==> config.mk <==
export PLATFORM = sky130hd
export DESIGN_NAME = camera_io_line_timer
export DESIGN_NICKNAME = d
export VERILOG_FILES = /design/src/rtl/cam_io_pkg.sv /design/src/rtl/camera_io_line_timer.sv /design/src/rtl/io_debounce.sv
export VERILOG_INCLUDE_DIRS = /design/src /design/src/rtl
export SDC_FILE = /design/constraint.sdc
export NUM_CORES = 1
export LEC_CHECK = 0
export BUFFER_PORTS_ARGS = -buffer_cell sky130_fd_sc_hd__buf_2
export CAP_MARGIN = 20
export CORE_MARGIN = 10
export CORE_UTILIZATION = 40
export CTS_CLUSTER_SIZE = 40
export DETAILED_ROUTE_END_ITERATION = 12
export GPL_ROUTABILITY_DRIVEN = 0
export PLACE_DENSITY = 0.66
export SLEW_MARGIN = 20
export SYNTH_ARGS = -nofsm -noshare
export SYNTH_HDL_FRONTEND = slang
export SYNTH_SLANG_ARGS = --single-unit
==> constraint.sdc <==
create_clock -name i_clk_sys -period 10.9 [get_ports i_clk_sys]
set_clock_uncertainty 0.15 [all_clocks]
set_input_delay 1.09 -clock i_clk_sys [delete_from_list [all_inputs] [get_ports i_clk_sys]]
set_output_delay 1.09 -clock i_clk_sys [all_outputs]
set_load 0.05 [all_outputs]
==> src/rtl/cam_io_params.svh <==
`ifndef CAM_IO_PARAMS_SVH
`define CAM_IO_PARAMS_SVH
// register byte addresses on the AXI4-Lite slave
`define ADDR_W 6
`define ADDR_LINE_CTRL 6'h00
`define ADDR_TIMER_CTRL 6'h04
`define ADDR_TIMER_DELAY 6'h08
`define ADDR_TIMER_DUR 6'h0C
`define ADDR_DEBOUNCE 6'h10
`define ADDR_STATUS 6'h14
// field positions
`define LC_SEL_MSB 4
`define LC_SEL_LSB 0
`define LC_INV_BIT 8
`define LC_USER_BIT 16
`define TC_SRC_MSB 4
`define TC_SRC_LSB 0
`define TC_ACT_MSB 9
`define TC_ACT_LSB 8
`define TC_RESTART_BIT 16
// source codes shared by the line selector and the timer trigger selector
`define SRC_OFF 5'h00
`define SRC_FRAME 5'h04
`define SRC_EXPOSURE 5'h06
`define SRC_USER 5'h0A
`define SRC_TIMER 5'h12
`define SRC_EXT_TRIG 5'h16
`define SRC_STROBE 5'h1E
// timer activation codes
`define ACT_FALL 2'h0
`define ACT_RISE 2'h1
`define ACT_LOW 2'h2
`define ACT_HIGH 2'h3
// time base
`define CLK_PERIOD_NS 20
`define US_IN_NS 1000
`define CYC_PER_US ((`US_IN_NS + `CLK_PERIOD_NS - 1) / `CLK_PERIOD_NS)
`define DEBOUNCE_MAX_US 32'h000F4240
`define DELAY_MAX_US 32'h03938700
`define DEB_W 20
// bus answers and reset values
`define RESP_OKAY 2'h0
`define RESP_SLVERR 2'h2
`define RST_WORD 32'h00000000
`endif

==> src/rtl/cam_io_pkg.sv <==
package cam_io_pkg;
  typedef enum logic [1:0] {T_IDLE, T_DELAY, T_ACTIVE} timer_state_e;
  typedef logic [4:0] src_sel_t;
  typedef logic [1:0] act_mode_t;
endpackage : cam_io_pkg

==> src/rtl/camera_io_line_timer.sv <==
// Design decisions made here: the register offsets and the AXI4-Lite register port.
`timescale 1ns/10ps
`default_nettype none
`include "cam_io_params.svh"
module camera_io_line_timer
  import cam_io_pkg::*;
#(
  parameter int CYC_PER_US = `CYC_PER_US
) (
  // clock and reset
  input wire logic i_clk_sys,
  input wire logic i_rst,
  // axi4-lite write address and data
  input wire logic i_awvalid,
  input wire logic [`ADDR_W-1:0] i_awaddr,
  output logic o_awready,
  input wire logic i_wvalid,
  input wire logic [31:0] i_wdata,
  input wire logic [3:0] i_wstrb,
  output logic o_wready,
  // axi4-lite write response
  output logic o_bvalid,
  output logic [1:0] o_bresp,
  input wire logic i_bready,
  // axi4-lite read
  input wire logic i_arvalid,
  input wire logic [`ADDR_W-1:0] i_araddr,
  output logic o_arready,
  output logic o_rvalid,
  output logic [31:0] o_rdata,
  output logic [1:0] o_rresp,
  input wire logic i_rready,
  // sensor timing from the acquisition logic
  input wire logic i_frame_readout,
  input wire logic i_exposure_start,
  input wire logic i_exposure_end,
  input wire logic i_bottom_row_exp_start,
  input wire logic i_top_row_exp_end,
  input wire logic i_exp_exceeds_readout,
  // pins
  input wire logic i_external_trigger_input,
  output logic o_line_out,
  output logic o_line_oe,
  // sensor-side indications
  output logic o_exposure_active,
  output logic o_strobe_window
);
  // software settings
  src_sel_t line_sel_reg, trig_src_reg;
  act_mode_t act_reg;
  logic invert_reg, user_bit_reg, timer_restart_reg;
  logic [31:0] delay_reg, dur_reg;
  logic [`DEB_W-1:0] deb_reg;
  // bus slave state
  logic awready_reg, wready_reg, bvalid_reg, arready_reg, rvalid_reg;
  logic [1:0] bresp_reg, rresp_reg;
  logic [31:0] rdata_reg, wdata_reg;
  logic [3:0] wstrb_reg;
  logic [`ADDR_W-1:0] awaddr_reg;
  logic do_write;
  logic [31:0] wr_word;
  // line and timer state
  logic exposure_reg, strobe_reg, line_out_reg, line_oe_reg;
  logic ext_filt, trig_src_lvl, trig_prev_reg, lvl_ok, edge_hit, timer_out;
  timer_state_e tmr_state_reg;
  logic [31:0] tmr_us_reg;
  logic [7:0] tmr_cyc_reg;

  // picks one internal signal by its code; unknown codes give a low level
  function automatic logic pick_src(input src_sel_t sel, input logic frame, input logic expo,
                                    input logic user, input logic tmr, input logic ext, input logic strb);
    case (sel)
      `SRC_FRAME: pick_src = frame;
      `SRC_EXPOSURE: pick_src = expo;
      `SRC_USER: pick_src = user;
      `SRC_TIMER: pick_src = tmr;
      `SRC_EXT_TRIG: pick_src = ext;
      `SRC_STROBE: pick_src = strb;
      default: pick_src = 1'b0;
    endcase
  endfunction : pick_src

  // byte-lane merge of a write onto the current word
  function automatic logic [31:0] merge(input logic [31:0] old, input logic [31:0] nw, input logic [3:0] strb);
    logic [31:0] res;
    res = old;
    for (int i = 0; i < 4; i++) begin
      if (strb[i]) begin
        res[i*8 +: 8] = nw[i*8 +: 8];
      end
    end
    merge = res;
  endfunction : merge

  // true in the last cycle of a span of target microseconds, at once for zero
  function automatic logic span_done(input logic [31:0] us, input logic [7:0] cyc, input logic [31:0] target);
    span_done = (target == 32'h00000000) || ((us == target - 32'h00000001) && (cyc == 8'(CYC_PER_US - 1)));
  endfunction : span_done

  // register read view; status word shows the block's live levels
  function automatic logic [31:0] read_word(input logic [`ADDR_W-1:0] a);
    logic [31:0] w;
    w = `RST_WORD;
    case (a)
      `ADDR_LINE_CTRL: begin
        w[`LC_SEL_MSB:`LC_SEL_LSB] = line_sel_reg;
        w[`LC_INV_BIT] = invert_reg;
        w[`LC_USER_BIT] = user_bit_reg;
      end
      `ADDR_TIMER_CTRL: begin
        w[`TC_SRC_MSB:`TC_SRC_LSB] = trig_src_reg;
        w[`TC_ACT_MSB:`TC_ACT_LSB] = act_reg;
      end
      `ADDR_TIMER_DELAY: w = delay_reg;
      `ADDR_TIMER_DUR: w = dur_reg;
      `ADDR_DEBOUNCE: w[`DEB_W-1:0] = deb_reg;
      `ADDR_STATUS: w[5:0] = {i_frame_readout, exposure_reg, strobe_reg, timer_out, ext_filt, line_out_reg};
      default: w = `RST_WORD;
    endcase
    read_word = w;
  endfunction : read_word

  function automatic logic addr_ok(input logic [`ADDR_W-1:0] a);
    addr_ok = (a == `ADDR_LINE_CTRL) || (a == `ADDR_TIMER_CTRL) || (a == `ADDR_TIMER_DELAY) ||
              (a == `ADDR_TIMER_DUR) || (a == `ADDR_DEBOUNCE) || (a == `ADDR_STATUS);
  endfunction : addr_ok

  // write side: address and data taken in either order, answer once both are held
  assign do_write = !awready_reg && !wready_reg && !bvalid_reg;
  assign wr_word = merge(read_word(awaddr_reg), wdata_reg, wstrb_reg);

  always_ff @(posedge i_clk_sys or posedge i_rst) begin
    if (i_rst) begin
      awready_reg <= 1'b1;
      wready_reg <= 1'b1;
      bvalid_reg <= 1'b0;
      bresp_reg <= `RESP_OKAY;
      awaddr_reg <= '0;
      wdata_reg <= `RST_WORD;
      wstrb_reg <= 4'h0;
    end else begin
      if (awready_reg && i_awvalid) begin
        awready_reg <= 1'b0;
        awaddr_reg <= i_awaddr;
      end
      if (wready_reg && i_wvalid) begin
        wready_reg <= 1'b0;
        wdata_reg <= i_wdata;
        wstrb_reg <= i_wstrb;
      end
      if (do_write) begin
        bvalid_reg <= 1'b1;
        bresp_reg <= (addr_ok(awaddr_reg) && awaddr_reg != `ADDR_STATUS) ? `RESP_OKAY : `RESP_SLVERR;
      end else if (bvalid_reg && i_bready) begin
        bvalid_reg <= 1'b0;
        awready_reg <= 1'b1;
        wready_reg <= 1'b1;
      end
    end
  end

  // setting registers; long delay and debounce times saturate at their largest legal value, the duration is kept as written
  always_ff @(posedge i_clk_sys or posedge i_rst) begin
    if (i_rst) begin
      line_sel_reg <= `SRC_OFF;
      invert_reg <= 1'b0;
      user_bit_reg <= 1'b0;
      trig_src_reg <= `SRC_OFF;
      act_reg <= `ACT_FALL;
      delay_reg <= `RST_WORD;
      dur_reg <= `RST_WORD;
      deb_reg <= '0;
      timer_restart_reg <= 1'b0;
    end else begin
      timer_restart_reg <= 1'b0;
      if (do_write) begin
        case (awaddr_reg)
          `ADDR_LINE_CTRL: begin
            line_sel_reg <= wr_word[`LC_SEL_MSB:`LC_SEL_LSB];
            invert_reg <= wr_word[`LC_INV_BIT];
            user_bit_reg <= wr_word[`LC_USER_BIT];
          end
          `ADDR_TIMER_CTRL: begin
            trig_src_reg <= wr_word[`TC_SRC_MSB:`TC_SRC_LSB];
            act_reg <= wr_word[`TC_ACT_MSB:`TC_ACT_LSB];
            timer_restart_reg <= wr_word[`TC_RESTART_BIT];
          end
          `ADDR_TIMER_DELAY: delay_reg <= (wr_word > `DELAY_MAX_US) ? `DELAY_MAX_US : wr_word;
          `ADDR_TIMER_DUR: dur_reg <= wr_word;
          `ADDR_DEBOUNCE: deb_reg <= (wr_word > `DEBOUNCE_MAX_US) ? `DEB_W'(`DEBOUNCE_MAX_US) : wr_word[`DEB_W-1:0];
          default: deb_reg <= deb_reg;
        endcase
      end
    end
  end

  // read side: one read under way, data latched with the answer
  always_ff @(posedge i_clk_sys or posedge i_rst) begin
    if (i_rst) begin
      arready_reg <= 1'b1;
      rvalid_reg <= 1'b0;
      rdata_reg <= `RST_WORD;
      rresp_reg <= `RESP_OKAY;
    end else if (arready_reg && i_arvalid) begin
      arready_reg <= 1'b0;
      rvalid_reg <= 1'b1;
      rdata_reg <= read_word(i_araddr);
      rresp_reg <= addr_ok(i_araddr) ? `RESP_OKAY : `RESP_SLVERR;
    end else if (rvalid_reg && i_rready) begin
      rvalid_reg <= 1'b0;
      arready_reg <= 1'b1;
    end
  end

  // exposure and strobe windows built from the sensor's row events
  always_ff @(posedge i_clk_sys or posedge i_rst) begin
    if (i_rst) begin
      exposure_reg <= 1'b0;
      strobe_reg <= 1'b0;
    end else begin
      if (i_exposure_start) begin
        exposure_reg <= 1'b1;
      end else if (i_exposure_end) begin
        exposure_reg <= 1'b0;
      end
      // without the overlap there is no window in which all rows expose at once
      if (!i_exp_exceeds_readout) begin
        strobe_reg <= 1'b0;
      end else if (i_bottom_row_exp_start) begin
        strobe_reg <= 1'b1;
      end else if (i_top_row_exp_end) begin
        strobe_reg <= 1'b0;
      end
    end
  end

  // the external pin is filtered before anything uses it
  io_debounce #(.CYC_PER_US(CYC_PER_US), .TIME_W(`DEB_W)) u_debounce (
    .i_clk_sys(i_clk_sys),
    .i_rst(i_rst),
    .i_level(i_external_trigger_input),
    .i_time_us(deb_reg),
    .o_level(ext_filt)
  );

  // timer trigger: frame, exposure, input and strobe feed it; user and timer read as a constant low
  assign trig_src_lvl = pick_src(trig_src_reg, i_frame_readout, exposure_reg, 1'b0, 1'b0, ext_filt, strobe_reg);
  assign lvl_ok = (act_reg == `ACT_HIGH) ? trig_src_lvl : !trig_src_lvl;
  assign edge_hit = (act_reg == `ACT_RISE) ? (trig_src_lvl && !trig_prev_reg) :
                    (act_reg == `ACT_FALL) ? (!trig_src_lvl && trig_prev_reg) : 1'b0;
  assign timer_out = (tmr_state_reg == T_ACTIVE);

  // timer: delay, then active for the duration (edge) or while the level holds
  always_ff @(posedge i_clk_sys or posedge i_rst) begin
    if (i_rst) begin
      tmr_state_reg <= T_IDLE;
      tmr_us_reg <= `RST_WORD;
      tmr_cyc_reg <= 8'h00;
      trig_prev_reg <= 1'b0;
    end else begin
      trig_prev_reg <= trig_src_lvl;
      tmr_us_reg <= `RST_WORD;
      tmr_cyc_reg <= 8'h00;
      if (timer_restart_reg) begin
        tmr_state_reg <= (trig_src_reg == `SRC_OFF) ? T_IDLE : T_DELAY;
      end else begin
        case (tmr_state_reg)
          T_IDLE: begin
            if (trig_src_reg != `SRC_OFF && (act_reg[1] ? lvl_ok : edge_hit)) begin
              tmr_state_reg <= T_DELAY;
            end
          end
          T_DELAY: begin
            if (act_reg[1] && !lvl_ok) begin
              tmr_state_reg <= T_IDLE;
            end else if (span_done(tmr_us_reg, tmr_cyc_reg, delay_reg)) begin
              tmr_state_reg <= T_ACTIVE;
            end else if (tmr_cyc_reg == 8'(CYC_PER_US - 1)) begin
              tmr_us_reg <= tmr_us_reg + 32'h00000001;
            end else begin
              tmr_us_reg <= tmr_us_reg;
              tmr_cyc_reg <= tmr_cyc_reg + 8'h01;
            end
          end
          T_ACTIVE: begin
            if (act_reg[1]) begin
              if (!lvl_ok) begin
                tmr_state_reg <= T_IDLE;
              end
            end else if (span_done(tmr_us_reg, tmr_cyc_reg, dur_reg)) begin
              tmr_state_reg <= T_IDLE;
            end else if (tmr_cyc_reg == 8'(CYC_PER_US - 1)) begin
              tmr_us_reg <= tmr_us_reg + 32'h00000001;
            end else begin
              tmr_us_reg <= tmr_us_reg;
              tmr_cyc_reg <= tmr_cyc_reg + 8'h01;
            end
          end
          default: tmr_state_reg <= T_IDLE;
        endcase
      end
    end
  end

  // line output: select, then invert last; off releases the pin
  always_ff @(posedge i_clk_sys or posedge i_rst) begin
    if (i_rst) begin
      line_out_reg <= 1'b0;
      line_oe_reg <= 1'b0;
    end else if (line_sel_reg == `SRC_OFF || line_sel_reg == `SRC_EXT_TRIG) begin
      line_out_reg <= 1'b0;
      line_oe_reg <= 1'b0;
    end else begin
      line_out_reg <= pick_src(line_sel_reg, i_frame_readout, exposure_reg, user_bit_reg, timer_out,
                               1'b0, strobe_reg) ^ invert_reg;
      line_oe_reg <= 1'b1;
    end
  end

  assign o_awready = awready_reg;
  assign o_wready = wready_reg;
  assign o_bvalid = bvalid_reg;
  assign o_bresp = bresp_reg;
  assign o_arready = arready_reg;
  assign o_rvalid = rvalid_reg;
  assign o_rdata = rdata_reg;
  assign o_rresp = rresp_reg;
  assign o_line_out = line_out_reg;
  assign o_line_oe = line_oe_reg;
  assign o_exposure_active = exposure_reg;
  assign o_strobe_window = strobe_reg;

  a_line_off_pin: assert property (@(posedge i_clk_sys) disable iff (i_rst)
    (line_sel_reg == `SRC_OFF) |=> (!o_line_oe && !o_line_out))
    else $error("line driven while source is off");
  a_user_bit_line: assert property (@(posedge i_clk_sys) disable iff (i_rst)
    (line_sel_reg == `SRC_USER && !invert_reg) |=> (o_line_out == $past(user_bit_reg)))
    else $error("line does not follow user bit");
  a_invert_frame: assert property (@(posedge i_clk_sys) disable iff (i_rst)
    (line_sel_reg == `SRC_FRAME && invert_reg) |=> (o_line_out == !$past(i_frame_readout)))
    else $error("inverted frame line wrong");
  a_exposure_window: assert property (@(posedge i_clk_sys) disable iff (i_rst)
    (i_exposure_end && !i_exposure_start) |=> !o_exposure_active)
    else $error("exposure signal did not fall at end");
  a_strobe_gated: assert property (@(posedge i_clk_sys) disable iff (i_rst)
    !i_exp_exceeds_readout |=> !o_strobe_window)
    else $error("strobe without exposure overlap");
  a_edge_duration: assert property (@(posedge i_clk_sys) disable iff (i_rst)
    (tmr_state_reg == T_ACTIVE && !act_reg[1] && dur_reg != 32'h00000000) |-> (tmr_us_reg < dur_reg))
    else $error("edge timer overran its duration");
  a_delay_first: assert property (@(posedge i_clk_sys) disable iff (i_rst)
    $rose(tmr_state_reg == T_ACTIVE) |-> ($past(tmr_state_reg) == T_DELAY))
    else $error("timer active without delay");
  a_restart_delay: assert property (@(posedge i_clk_sys) disable iff (i_rst)
    (timer_restart_reg && trig_src_reg != `SRC_OFF) |=> (tmr_state_reg == T_DELAY))
    else $error("restart did not restart delay");
  a_rise_trigger: assert property (@(posedge i_clk_sys) disable iff (i_rst)
    (tmr_state_reg == T_IDLE && !timer_restart_reg && trig_src_reg != `SRC_OFF && act_reg == `ACT_RISE &&
     trig_src_lvl && !trig_prev_reg) |=> (tmr_state_reg == T_DELAY))
    else $error("rising edge did not start timer");
  a_level_drop: assert property (@(posedge i_clk_sys) disable iff (i_rst)
    (tmr_state_reg == T_ACTIVE && act_reg[1] && !lvl_ok && !timer_restart_reg) |=> (tmr_state_reg == T_IDLE))
    else $error("level timer held after source left level");
endmodule : camera_io_line_timer
`default_nettype wire

==> src/rtl/io_debounce.sv <==
`timescale 1ns/10ps
`default_nettype none
`include "cam_io_params.svh"
module io_debounce #(
  parameter int CYC_PER_US = `CYC_PER_US,
  parameter int TIME_W = `DEB_W
) (
  // clock and reset
  input wire logic i_clk_sys,
  input wire logic i_rst,
  // raw pin and programmed time
  input wire logic i_level,
  input wire logic [TIME_W-1:0] i_time_us,
  // filtered level
  output logic o_level
);
  logic s1_reg, s2_reg, s3_reg, agreed_reg, filt_reg;
  logic [7:0] cyc_reg;
  logic [TIME_W-1:0] us_reg;
  logic expired;

  // three-stage synchroniser; a change counts once stages two and three agree
  always_ff @(posedge i_clk_sys or posedge i_rst) begin
    if (i_rst) begin
      s1_reg <= 1'b0;
      s2_reg <= 1'b0;
      s3_reg <= 1'b0;
      agreed_reg <= 1'b0;
    end else begin
      s1_reg <= i_level;
      s2_reg <= s1_reg;
      s3_reg <= s2_reg;
      if (s2_reg == s3_reg) begin
        agreed_reg <= s3_reg;
      end
    end
  end

  // the new level must have stood for the whole programmed time
  assign expired = (i_time_us == '0) ||
                   ((us_reg == i_time_us - 1'b1) && (cyc_reg == 8'(CYC_PER_US - 1)));

  // a pulse shorter than the time clears the count and leaves the output alone
  always_ff @(posedge i_clk_sys or posedge i_rst) begin
    if (i_rst) begin
      filt_reg <= 1'b0;
      cyc_reg <= 8'h00;
      us_reg <= '0;
    end else if (agreed_reg == filt_reg) begin
      cyc_reg <= 8'h00;
      us_reg <= '0;
    end else if (expired) begin
      filt_reg <= agreed_reg;
      cyc_reg <= 8'h00;
      us_reg <= '0;
    end else if (cyc_reg == 8'(CYC_PER_US - 1)) begin
      cyc_reg <= 8'h00; // microsecond resolution of the programmed time
      us_reg <= us_reg + 1'b1;
    end else begin
      cyc_reg <= cyc_reg + 8'h01;
    end
  end

  assign o_level = filt_reg;

  a_deb_hold_short: assert property (@(posedge i_clk_sys) disable iff (i_rst)
    (agreed_reg != filt_reg && !expired) |=> (filt_reg == $past(filt_reg)))
    else $error("filtered level changed before debounce time");
  a_deb_take_level: assert property (@(posedge i_clk_sys) disable iff (i_rst)
    (agreed_reg != filt_reg && expired) |=> (filt_reg == $past(agreed_reg)))
    else $error("stable level not taken after debounce time");
endmodule : io_debounce
`default_nettype wire

==> impl_metrics.env, run 1 <==
export IMPL_met3_usage_pct=3.08
export IMPL_reg2reg_to="tmr_cyc_reg[4]"
export IMPL_core_um2=40000
export IMPL_met1_usage_pct=25.9
export IMPL_max_freq_mhz=219
export IMPL_busiest_layer="met2"
export IMPL_ys_seq_elements=260
export IMPL_clockBufferDepth=3
export IMPL_power_density_nw_per_um2=243
export IMPL_timing_final_crit_share_pct=41.8
export IMPL_worstReg2RegStart="delay_reg[0]"
export IMPL_die_w_um=222
export IMPL_start_util_pct=40.7
export IMPL_ios=107
export IMPL_syn_to_final_growth_pct=10.6
export IMPL_first_pass_iters=6
export IMPL_numCtsBuffers=29
export IMPL_antenna_found_initial=0
export IMPL_drc=0
export IMPL_status="completed"
export IMPL_seq_power_share_pct=36.1
export IMPL_wl_per_cell_um=21.7
export IMPL_via_count=13700
export IMPL_grt_max_degree=121
export IMPL_first_iter_violations=1471
export IMPL_final_setup_tns_ps=0
export IMPL_rr_worst_depth=12
export IMPL_rsz0062_at_grt="no"
export IMPL_yosysWarnings=0
export IMPL_cp_data_arrival_time_ps=4840
export IMPL_synth_distinct_cells=97
export IMPL_clock_sinks=260
export IMPL_rrSetupSlack_ps=6340
export IMPL_cp_required_ps=11180
export IMPL_peakVddDrop_v=0.000145
export IMPL_place_hpwl_um=36800
export IMPL_htreeDepth=1
export IMPL_switchingPower_mw=1.93
export IMPL_setup_viol=0
export IMPL_min_period_ps=4560
export IMPL_tritoncts="done"
export IMPL_diodes=0
export IMPL_ys_seq_area_share_pct=40.0
export IMPL_worst_hold_slack_ps=204
export IMPL_routed_wl_um=49800
export IMPL_hold_end="u_debounce.s2_reg"
export IMPL_synth_cells=1738
export IMPL_synth_main_ff_cell="dfrtp_1"
export IMPL_gr_total_overflow=0
export IMPL_routed_via_density=5.97
export IMPL_grt_total_usage_pct=19.5
export IMPL_synthesis_area_um2=16300
export IMPL_hold_buffers=0
export IMPL_hold_viol=0
export IMPL_pwr_share_comb_pct=40.4
export IMPL_post_cts_buffers=0
export IMPL_cts_root_buf="clkbuf_16"
export IMPL_syn_avg_cell_area_um2=9.37
export IMPL_rows=73
export IMPL_port_buffers=104
export IMPL_nets=1828
export IMPL_cts_resized_gates=0
export IMPL_min_delay_start="u_debounce.s1_reg"
export IMPL_slew_headroom_pct=23.9
export IMPL_synth_edf_count=0
export IMPL_hp_class="flop to flop"
export IMPL_grt_use_met2_pct=31.7
export IMPL_min_path_cells=0
export IMPL_power_frac_clock_pct=23.4
export IMPL_async_flop_share_pct=100
export IMPL_maxCapViolCount=0
export IMPL_maxSlewViolCount=0
export IMPL_nFillCells=3883
export IMPL_startpoint_type="flop"
export IMPL_path_max_fanout=40
export IMPL_clock_latency_ps=590
export IMPL_clkTransAtPathRegs_ps=60
export IMPL_grt_pass1_vias=13300
export IMPL_p_sw_share_pct=44.1
export IMPL_dieArea_um2=49200
export IMPL_p_leak_nw=7.50
export IMPL_end_kind="flop"
export IMPL_p_int_mw=2.45
export IMPL_drive_gt1_share_pct=18.9
export IMPL_critPathKind="flop to flop"
export IMPL_antenna_left=0
export IMPL_grt_first_pass_wirelength_um=78700
export IMPL_die_h_um=222
export IMPL_worst_pin_slew_ps=1140
power groups by stage:
| stage | logic, mW | registers (mW) | clock network, mW |
|---|---|---|---|
| final | 1.77 | 1.58 | 1.03 |
| after global routing | 1.93 | 1.60 | 1.08 |
| after CTS | 1.75 | 1.56 | 1.04 |
| after detailed placement | 1.74 | 1.58 | 0 |
| after global placement | 1.71 | 1.57 | 0 |
| after floorplan | 1.44 | 1.37 | 0 |
metrics by stage:
| stage | utilization (%) | worst slack, ps | total power [mW] | cells | cell area, um^2 |
|---|---|---|---|---|---|
| after detailed placement | 42.5 | 6380 | 3.32 | 2246 | 17000 |
| after floorplan | - | 2510 | 2.81 | 1739 | 16300 |
| after global placement | 42.5 | 6550 | 3.28 | 2246 | 17000 |
| after CTS | 45.0 | 6380 | 4.36 | 2299 | 18000 |
| final | 45.0 | 6340 | 4.38 | 2299 | 18000 |
| after global routing | 45.0 | 6020 | 4.61 | 2299 | 18000 |
final cells by class:
type                            count  area [um^2]  area share (%)
Clock buffer                       40          827            4.59
Clock inverter                     13          170           0.945
Inverter                           39          154           0.855
Multi-Input combinational cell   1297         9000            50.0
Sequential cell                   260         6510            36.2
Tap cell                          525          657            3.65
Timing Repair Buffer              125          682            3.79
cell families (layout without fill, tap and decap cells):
kind of cell,count (synthesis),count (layout),share of synthesized area (%)
buffers and inverters,182,217,4.83
adders and majority gates,15,15,1.14
xor gates and xnor gates,169,169,9.09
AOI/OAI and AO/OA,349,349,14.5
DFF,260,260,40.0
muxes,132,132,8.85
and+or+nand+nor,630,630,21.6
other,1,2,0.0230
cells in the mapped netlist (7+ instances only):
master       n  area (um^2)
ha_1        14          175
a31oi_1     11         68.8
inv_1       38          143
and4_1       9         78.8
dfrtp_1    257         6430
o31a_1       8         70.1
mux2i_1     63          631
or2_2        8         50.1
buf_2       18         90.1
a221oi_1    11         96.3
o21ai_0    114          571
nand4_1     29          181
xor2_1      82          718
or4_1       19          143
and3_1      22          138
buf_6        7         78.8
nor4_1      30          188
nor3_2      37          370
o2bb2ai_1    8         70.1
o211ai_1     7         52.6
nor4_2       7         87.6
a21oi_1     60          300
nand2b_1    14         87.6
xnor2_1     87          762
nand3_1     55          275
o31ai_1     27          203
nor2_1     135          507
or3_1       15         93.8
and2_1       9         56.3
a22oi_1     11         82.6
mux2_2      66          743
nor3_1      40          200
nand2_1    145          544
nand3b_1     7         52.6
a22o_1      25          219
nor2b_1      8         50.1
clkbuf_1    99          372
buf_1       11         41.3
cells in the final DEF (no fill, tap or decap), drive strengths merged, types with 10 or more instances in the layout:
cell | netlist | routed
nand3 | 55 | 55
and2 | 11 | 11
a22o | 25 | 25
nand2b | 14 | 14
o31ai | 27 | 27
a31oi | 11 | 11
mux2i | 63 | 63
nand4 | 32 | 32
xnor2 | 87 | 87
nand2 | 145 | 145
buf | 42 | 125
and4 | 10 | 10
ha | 14 | 14
dfrtp | 257 | 257
o21ai | 114 | 114
clkinv | 1 | 10
or4 | 23 | 23
a22oi | 11 | 11
inv | 38 | 39
xor2 | 82 | 82
nor4 | 41 | 41
nor2 | 136 | 136
a221oi | 11 | 11
clkbuf | 100 | 40
and3 | 22 | 22
mux2 | 66 | 66
nor3 | 77 | 77
a21oi | 61 | 61
or3 | 17 | 17
or2 | 10 | 10
worst max-delay path: stages (launching register included):
cell and delay [ps]:
dfrtp_1 490, inv_1 130, ha_1 240, nor3b_1 710, nand2_1 360, or4_1 540, o2bb2ai_1 130, or4_4 530
nor4_4 260, nor2_2 80, a21oi_4 110, buf_4 550, nor4_2 100
how the worst max path moves through the flow:
stage	start	endpoint	slack (ps)	depth (start not counted)
CTS	delay_reg[0]	tmr_cyc_reg[2]	6380	12
finish	delay_reg[0]	tmr_cyc_reg[4]	6340	12
global route	delay_reg[0]	tmr_cyc_reg[2]	6020	12
detailed placement	delay_reg[0]	tmr_cyc_reg[2]	6380	12
global placement	awaddr_reg[4]	delay_reg[14]	6550	7
floorplan	i_rst	act_reg[0]	2510	1
routing by layer:
layer | share of wire (%) | up-vias
met4 | 3.5 | 0
met2 | 47 | 564
li1 | - | 6287
met1 | 42 | 6738
met5 | 0 | -
met3 | 7.3 | 126
(Power assumes the default switching activity.)
==> run 2: changes to the inputs <==
--- a/config.mk
+++ b/config.mk
@@ -6,6 +6,7 @@
 export SDC_FILE = /design/constraint.sdc
 export NUM_CORES = 1
 export LEC_CHECK = 0
+export ABC_AREA = 1
 export BUFFER_PORTS_ARGS = -buffer_cell sky130_fd_sc_hd__buf_2
 export CAP_MARGIN = 20
 export CORE_MARGIN = 10
@@ -13,7 +14,7 @@
 export CTS_CLUSTER_SIZE = 40
 export DETAILED_ROUTE_END_ITERATION = 12
 export GPL_ROUTABILITY_DRIVEN = 0
-export PLACE_DENSITY = 0.66
+export PLACE_DENSITY = 0.65
 export SLEW_MARGIN = 20
 export SYNTH_ARGS = -nofsm -noshare
 export SYNTH_HDL_FRONTEND = slang
==> constraint.sdc (replaced) <==
create_clock -name i_clk_sys -period 4.5 [get_ports i_clk_sys]
set_clock_uncertainty 0.15 [all_clocks]
set_input_delay 0.45 -clock i_clk_sys [delete_from_list [all_inputs] [get_ports i_clk_sys]]
set_output_delay 0.45 -clock i_clk_sys [all_outputs]
set_load 0.05 [all_outputs]
==> run 2 against run 1 <==
- worst hold slack got worse by 45 ps
- first-iteration DRC count rose by 19%
- routed wire length rose by 8.3%
- register-to-register slack got worse by 5500 ps
- sequential cell count did not move
- cell count rose by 31%
- non-clock buffer count rose by 46
- global-route usage rose by 1.7 points
- utilization rose by 1.9 points
- largest cell class unchanged
- largest power group unchanged
==> impl_metrics.env, run 2 <==
export IMPL_first_pass_iters=6
export IMPL_tritoncts="done"
export IMPL_final_setup_tns_ps=0
export IMPL_timing_final_crit_share_pct=80.4
export IMPL_grt_pass1_vias=15900
export IMPL_max_freq_mhz=276
export IMPL_setup_viol=0
export IMPL_routed_via_density=5.34
export IMPL_port_buffers=104
export IMPL_p_int_mw=5.50
export IMPL_hold_end="o_rdata[8]"
export IMPL_slew_headroom_pct=31.6
export IMPL_synth_distinct_cells=62
export IMPL_grt_first_pass_wirelength_um=86700
export IMPL_maxSlewViolCount=0
export IMPL_cp_required_ps=4860
export IMPL_die_h_um=225
export IMPL_drive_gt1_share_pct=11.2
export IMPL_rrSetupSlack_ps=880
export IMPL_path_max_fanout=25
export IMPL_ys_seq_area_share_pct=38.9
export IMPL_dieArea_um2=50400
export IMPL_clkTransAtPathRegs_ps=60
export IMPL_cp_data_arrival_time_ps=3980
export IMPL_rows=74
export IMPL_hold_buffers=53
export IMPL_hold_viol=0
export IMPL_nFillCells=4099
export IMPL_rr_worst_depth=19
export IMPL_grt_max_degree=146
export IMPL_ys_top_cells_by_area="dfrtp_1, nand2_1, nor2_1, xor2_1, inv_1"
export IMPL_critPathKind="flop to flop"
export IMPL_yosysMostFrequentCell="nand2_1"
export IMPL_wl_per_cell_um=17.9
export IMPL_async_flop_share_pct=100
export IMPL_numCtsBuffers=31
export IMPL_synth_common_cells="nand2_1, nor2_1, dfrtp_1"
export IMPL_place_hpwl_um=41200
export IMPL_antenna_found_initial=0
export IMPL_p_leak_nw=8.81
export IMPL_antenna_left=0
export IMPL_peakVddDrop_v=0.000292
export IMPL_syn_to_final_growth_pct=15.1
export IMPL_diodes=0
export IMPL_via_count=16100
export IMPL_worst_pin_slew_ps=1030
export IMPL_grt_total_usage_pct=21.2
export IMPL_clockBufferDepth=3
export IMPL_worstReg2RegStart="delay_reg[0]"
export IMPL_clock_latency_ps=590
export IMPL_seq_power_share_pct=35.9
export IMPL_post_cts_buffers=0
export IMPL_p_sw_share_pct=43.2
export IMPL_cts_resized_gates=0
export IMPL_synthesis_area_um2=16700
export IMPL_setup_ws_ps=883
export IMPL_ios=107
export IMPL_drc=0
export IMPL_syn_avg_cell_area_um2=7.19
export IMPL_htreeDepth=1
export IMPL_switchingPower_mw=4.18
export IMPL_rsz0062_at_grt="no"
export IMPL_final_cell_mix="nand2_1, nor2_1, dfrtp_1"
export IMPL_startpoint_type="flop"
export IMPL_clock_sinks=260
export IMPL_maxCapViolCount=0
export IMPL_cts_root_buf="clkbuf_16"
export IMPL_finish_utilization_pct=46.9
export IMPL_routed_wl_um=53900
export IMPL_gr_total_overflow=0
export IMPL_status="completed"
export IMPL_synth_main_ff_cell="dfrtp_1"
export IMPL_synth_top_area_share_pct=38.4
export IMPL_layout_commonest_cell="nand2_1"
export IMPL_min_delay_start="i_araddr[4]"
export IMPL_ys_seq_elements=260
export IMPL_nets=2532
export IMPL_yosysTopAreaCell="dfrtp_1"
export IMPL_end_kind="flop"
export IMPL_synth_cells=2328
export IMPL_hp_class="input port to flop"
export IMPL_pwr_share_comb_pct=37.3
export IMPL_start_util_pct=40.7
export IMPL_core_um2=41100
export IMPL_yosysWarnings=0
export IMPL_reg2reg_to="tmr_us_reg[24]"
export IMPL_post_place_ws_ps=957
export IMPL_synth_edf_count=0
export IMPL_power_frac_clock_pct=26.8
export IMPL_min_path_cells=4
export IMPL_min_period_ps=3620
export IMPL_power_density_nw_per_um2=502
export IMPL_die_w_um=225
export IMPL_first_iter_violations=1749
-- run 2: layout make-up --
class                           count  area [um^2]  share of cell area (%)
Clock buffer                       46          892                    4.63
Multi-Input combinational cell   1746         8940                    46.4
Inverter                          246          927                    4.81
Timing Repair Buffer              171         1170                    6.07
Clock inverter                     11          156                   0.812
Sequential cell                   260         6510                    33.8
Tap cell                          532          666                    3.46
-- run 2: worst max-delay path by stage --
stage | from | end | slack [ps] | cells after the start
final | delay_reg[0] | tmr_us_reg[24] | 880 | 19
after global routing | delay_reg[0] | tmr_us_reg[24] | 470 | 19
after CTS | delay_reg[0] | tmr_us_reg[24] | 930 | 19
after detailed placement | delay_reg[0] | tmr_us_reg[3] | 960 | 19
after global placement | delay_reg[0] | tmr_us_reg[28] | 1040 | 19
after floorplan | i_rst | act_reg[0] | 470 | 1
-- run 2: worst max-delay path: stages (launching register included) --
cell,delay (ps)
dfrtp_1,410
inv_1,220
ha_1,260
nand2_1,180
nor2_1,150
buf_4,190
nand2_1,200
nor2_1,150
nand2_1,80
nand2_1,80
nand2_1,50
nand2_1,50
nor2_1,30
nand2_1,100
nor2_1,60
nand2_1,120
nand4_2,390
nand2_2,250
nand2_4,230
nor2_1,180
-- run 2: power groups by stage --
stage	combinational [mW]	sequential (mW)	clock (mW)
2_1_floorplan	2.50	3.45	0
3_3_place_gp	3.46	3.46	0
3_5_place_dp	3.52	3.48	0
4_1_cts	3.58	3.44	2.64
5_1_grt	4.01	3.53	2.72
6_report	3.61	3.47	2.59
-- run 2: metal layers --
layer | share of wire (%) | track usage [%] | wire length (um) | up-vias
met5 | 0 | 0 | 0 | -
met4 | 3.7 | 7.76 | 1990 | 0
met3 | 6.9 | 2.90 | 3710 | 122
met2 | 46 | 34.9 | 25000 | 608
met1 | 43 | 28.0 | 23200 | 7613
li1 | - | - | - | 7742
-- run 2: through the flow --
stage	cell area [um^2]	instances	hold slack (ps)	power, mW
global route	19300	3012	188	10.3
global placement	17700	2902	185	6.92
detailed placement	17700	2902	188	7.00
finish	19300	3012	159	9.67
floorplan	16800	2329	181	5.95
CTS	19300	3012	124	9.66
-- run 2: cells by family after synthesis --
family | synth area share (%)
compound gates | 10.6
xor+xnor | 7.85
fa+ha+maj | 1.11
buf+inv | 7.78
flops | 38.9
mux | 2.41
other cells | 0.0224
simple gates | 31.3
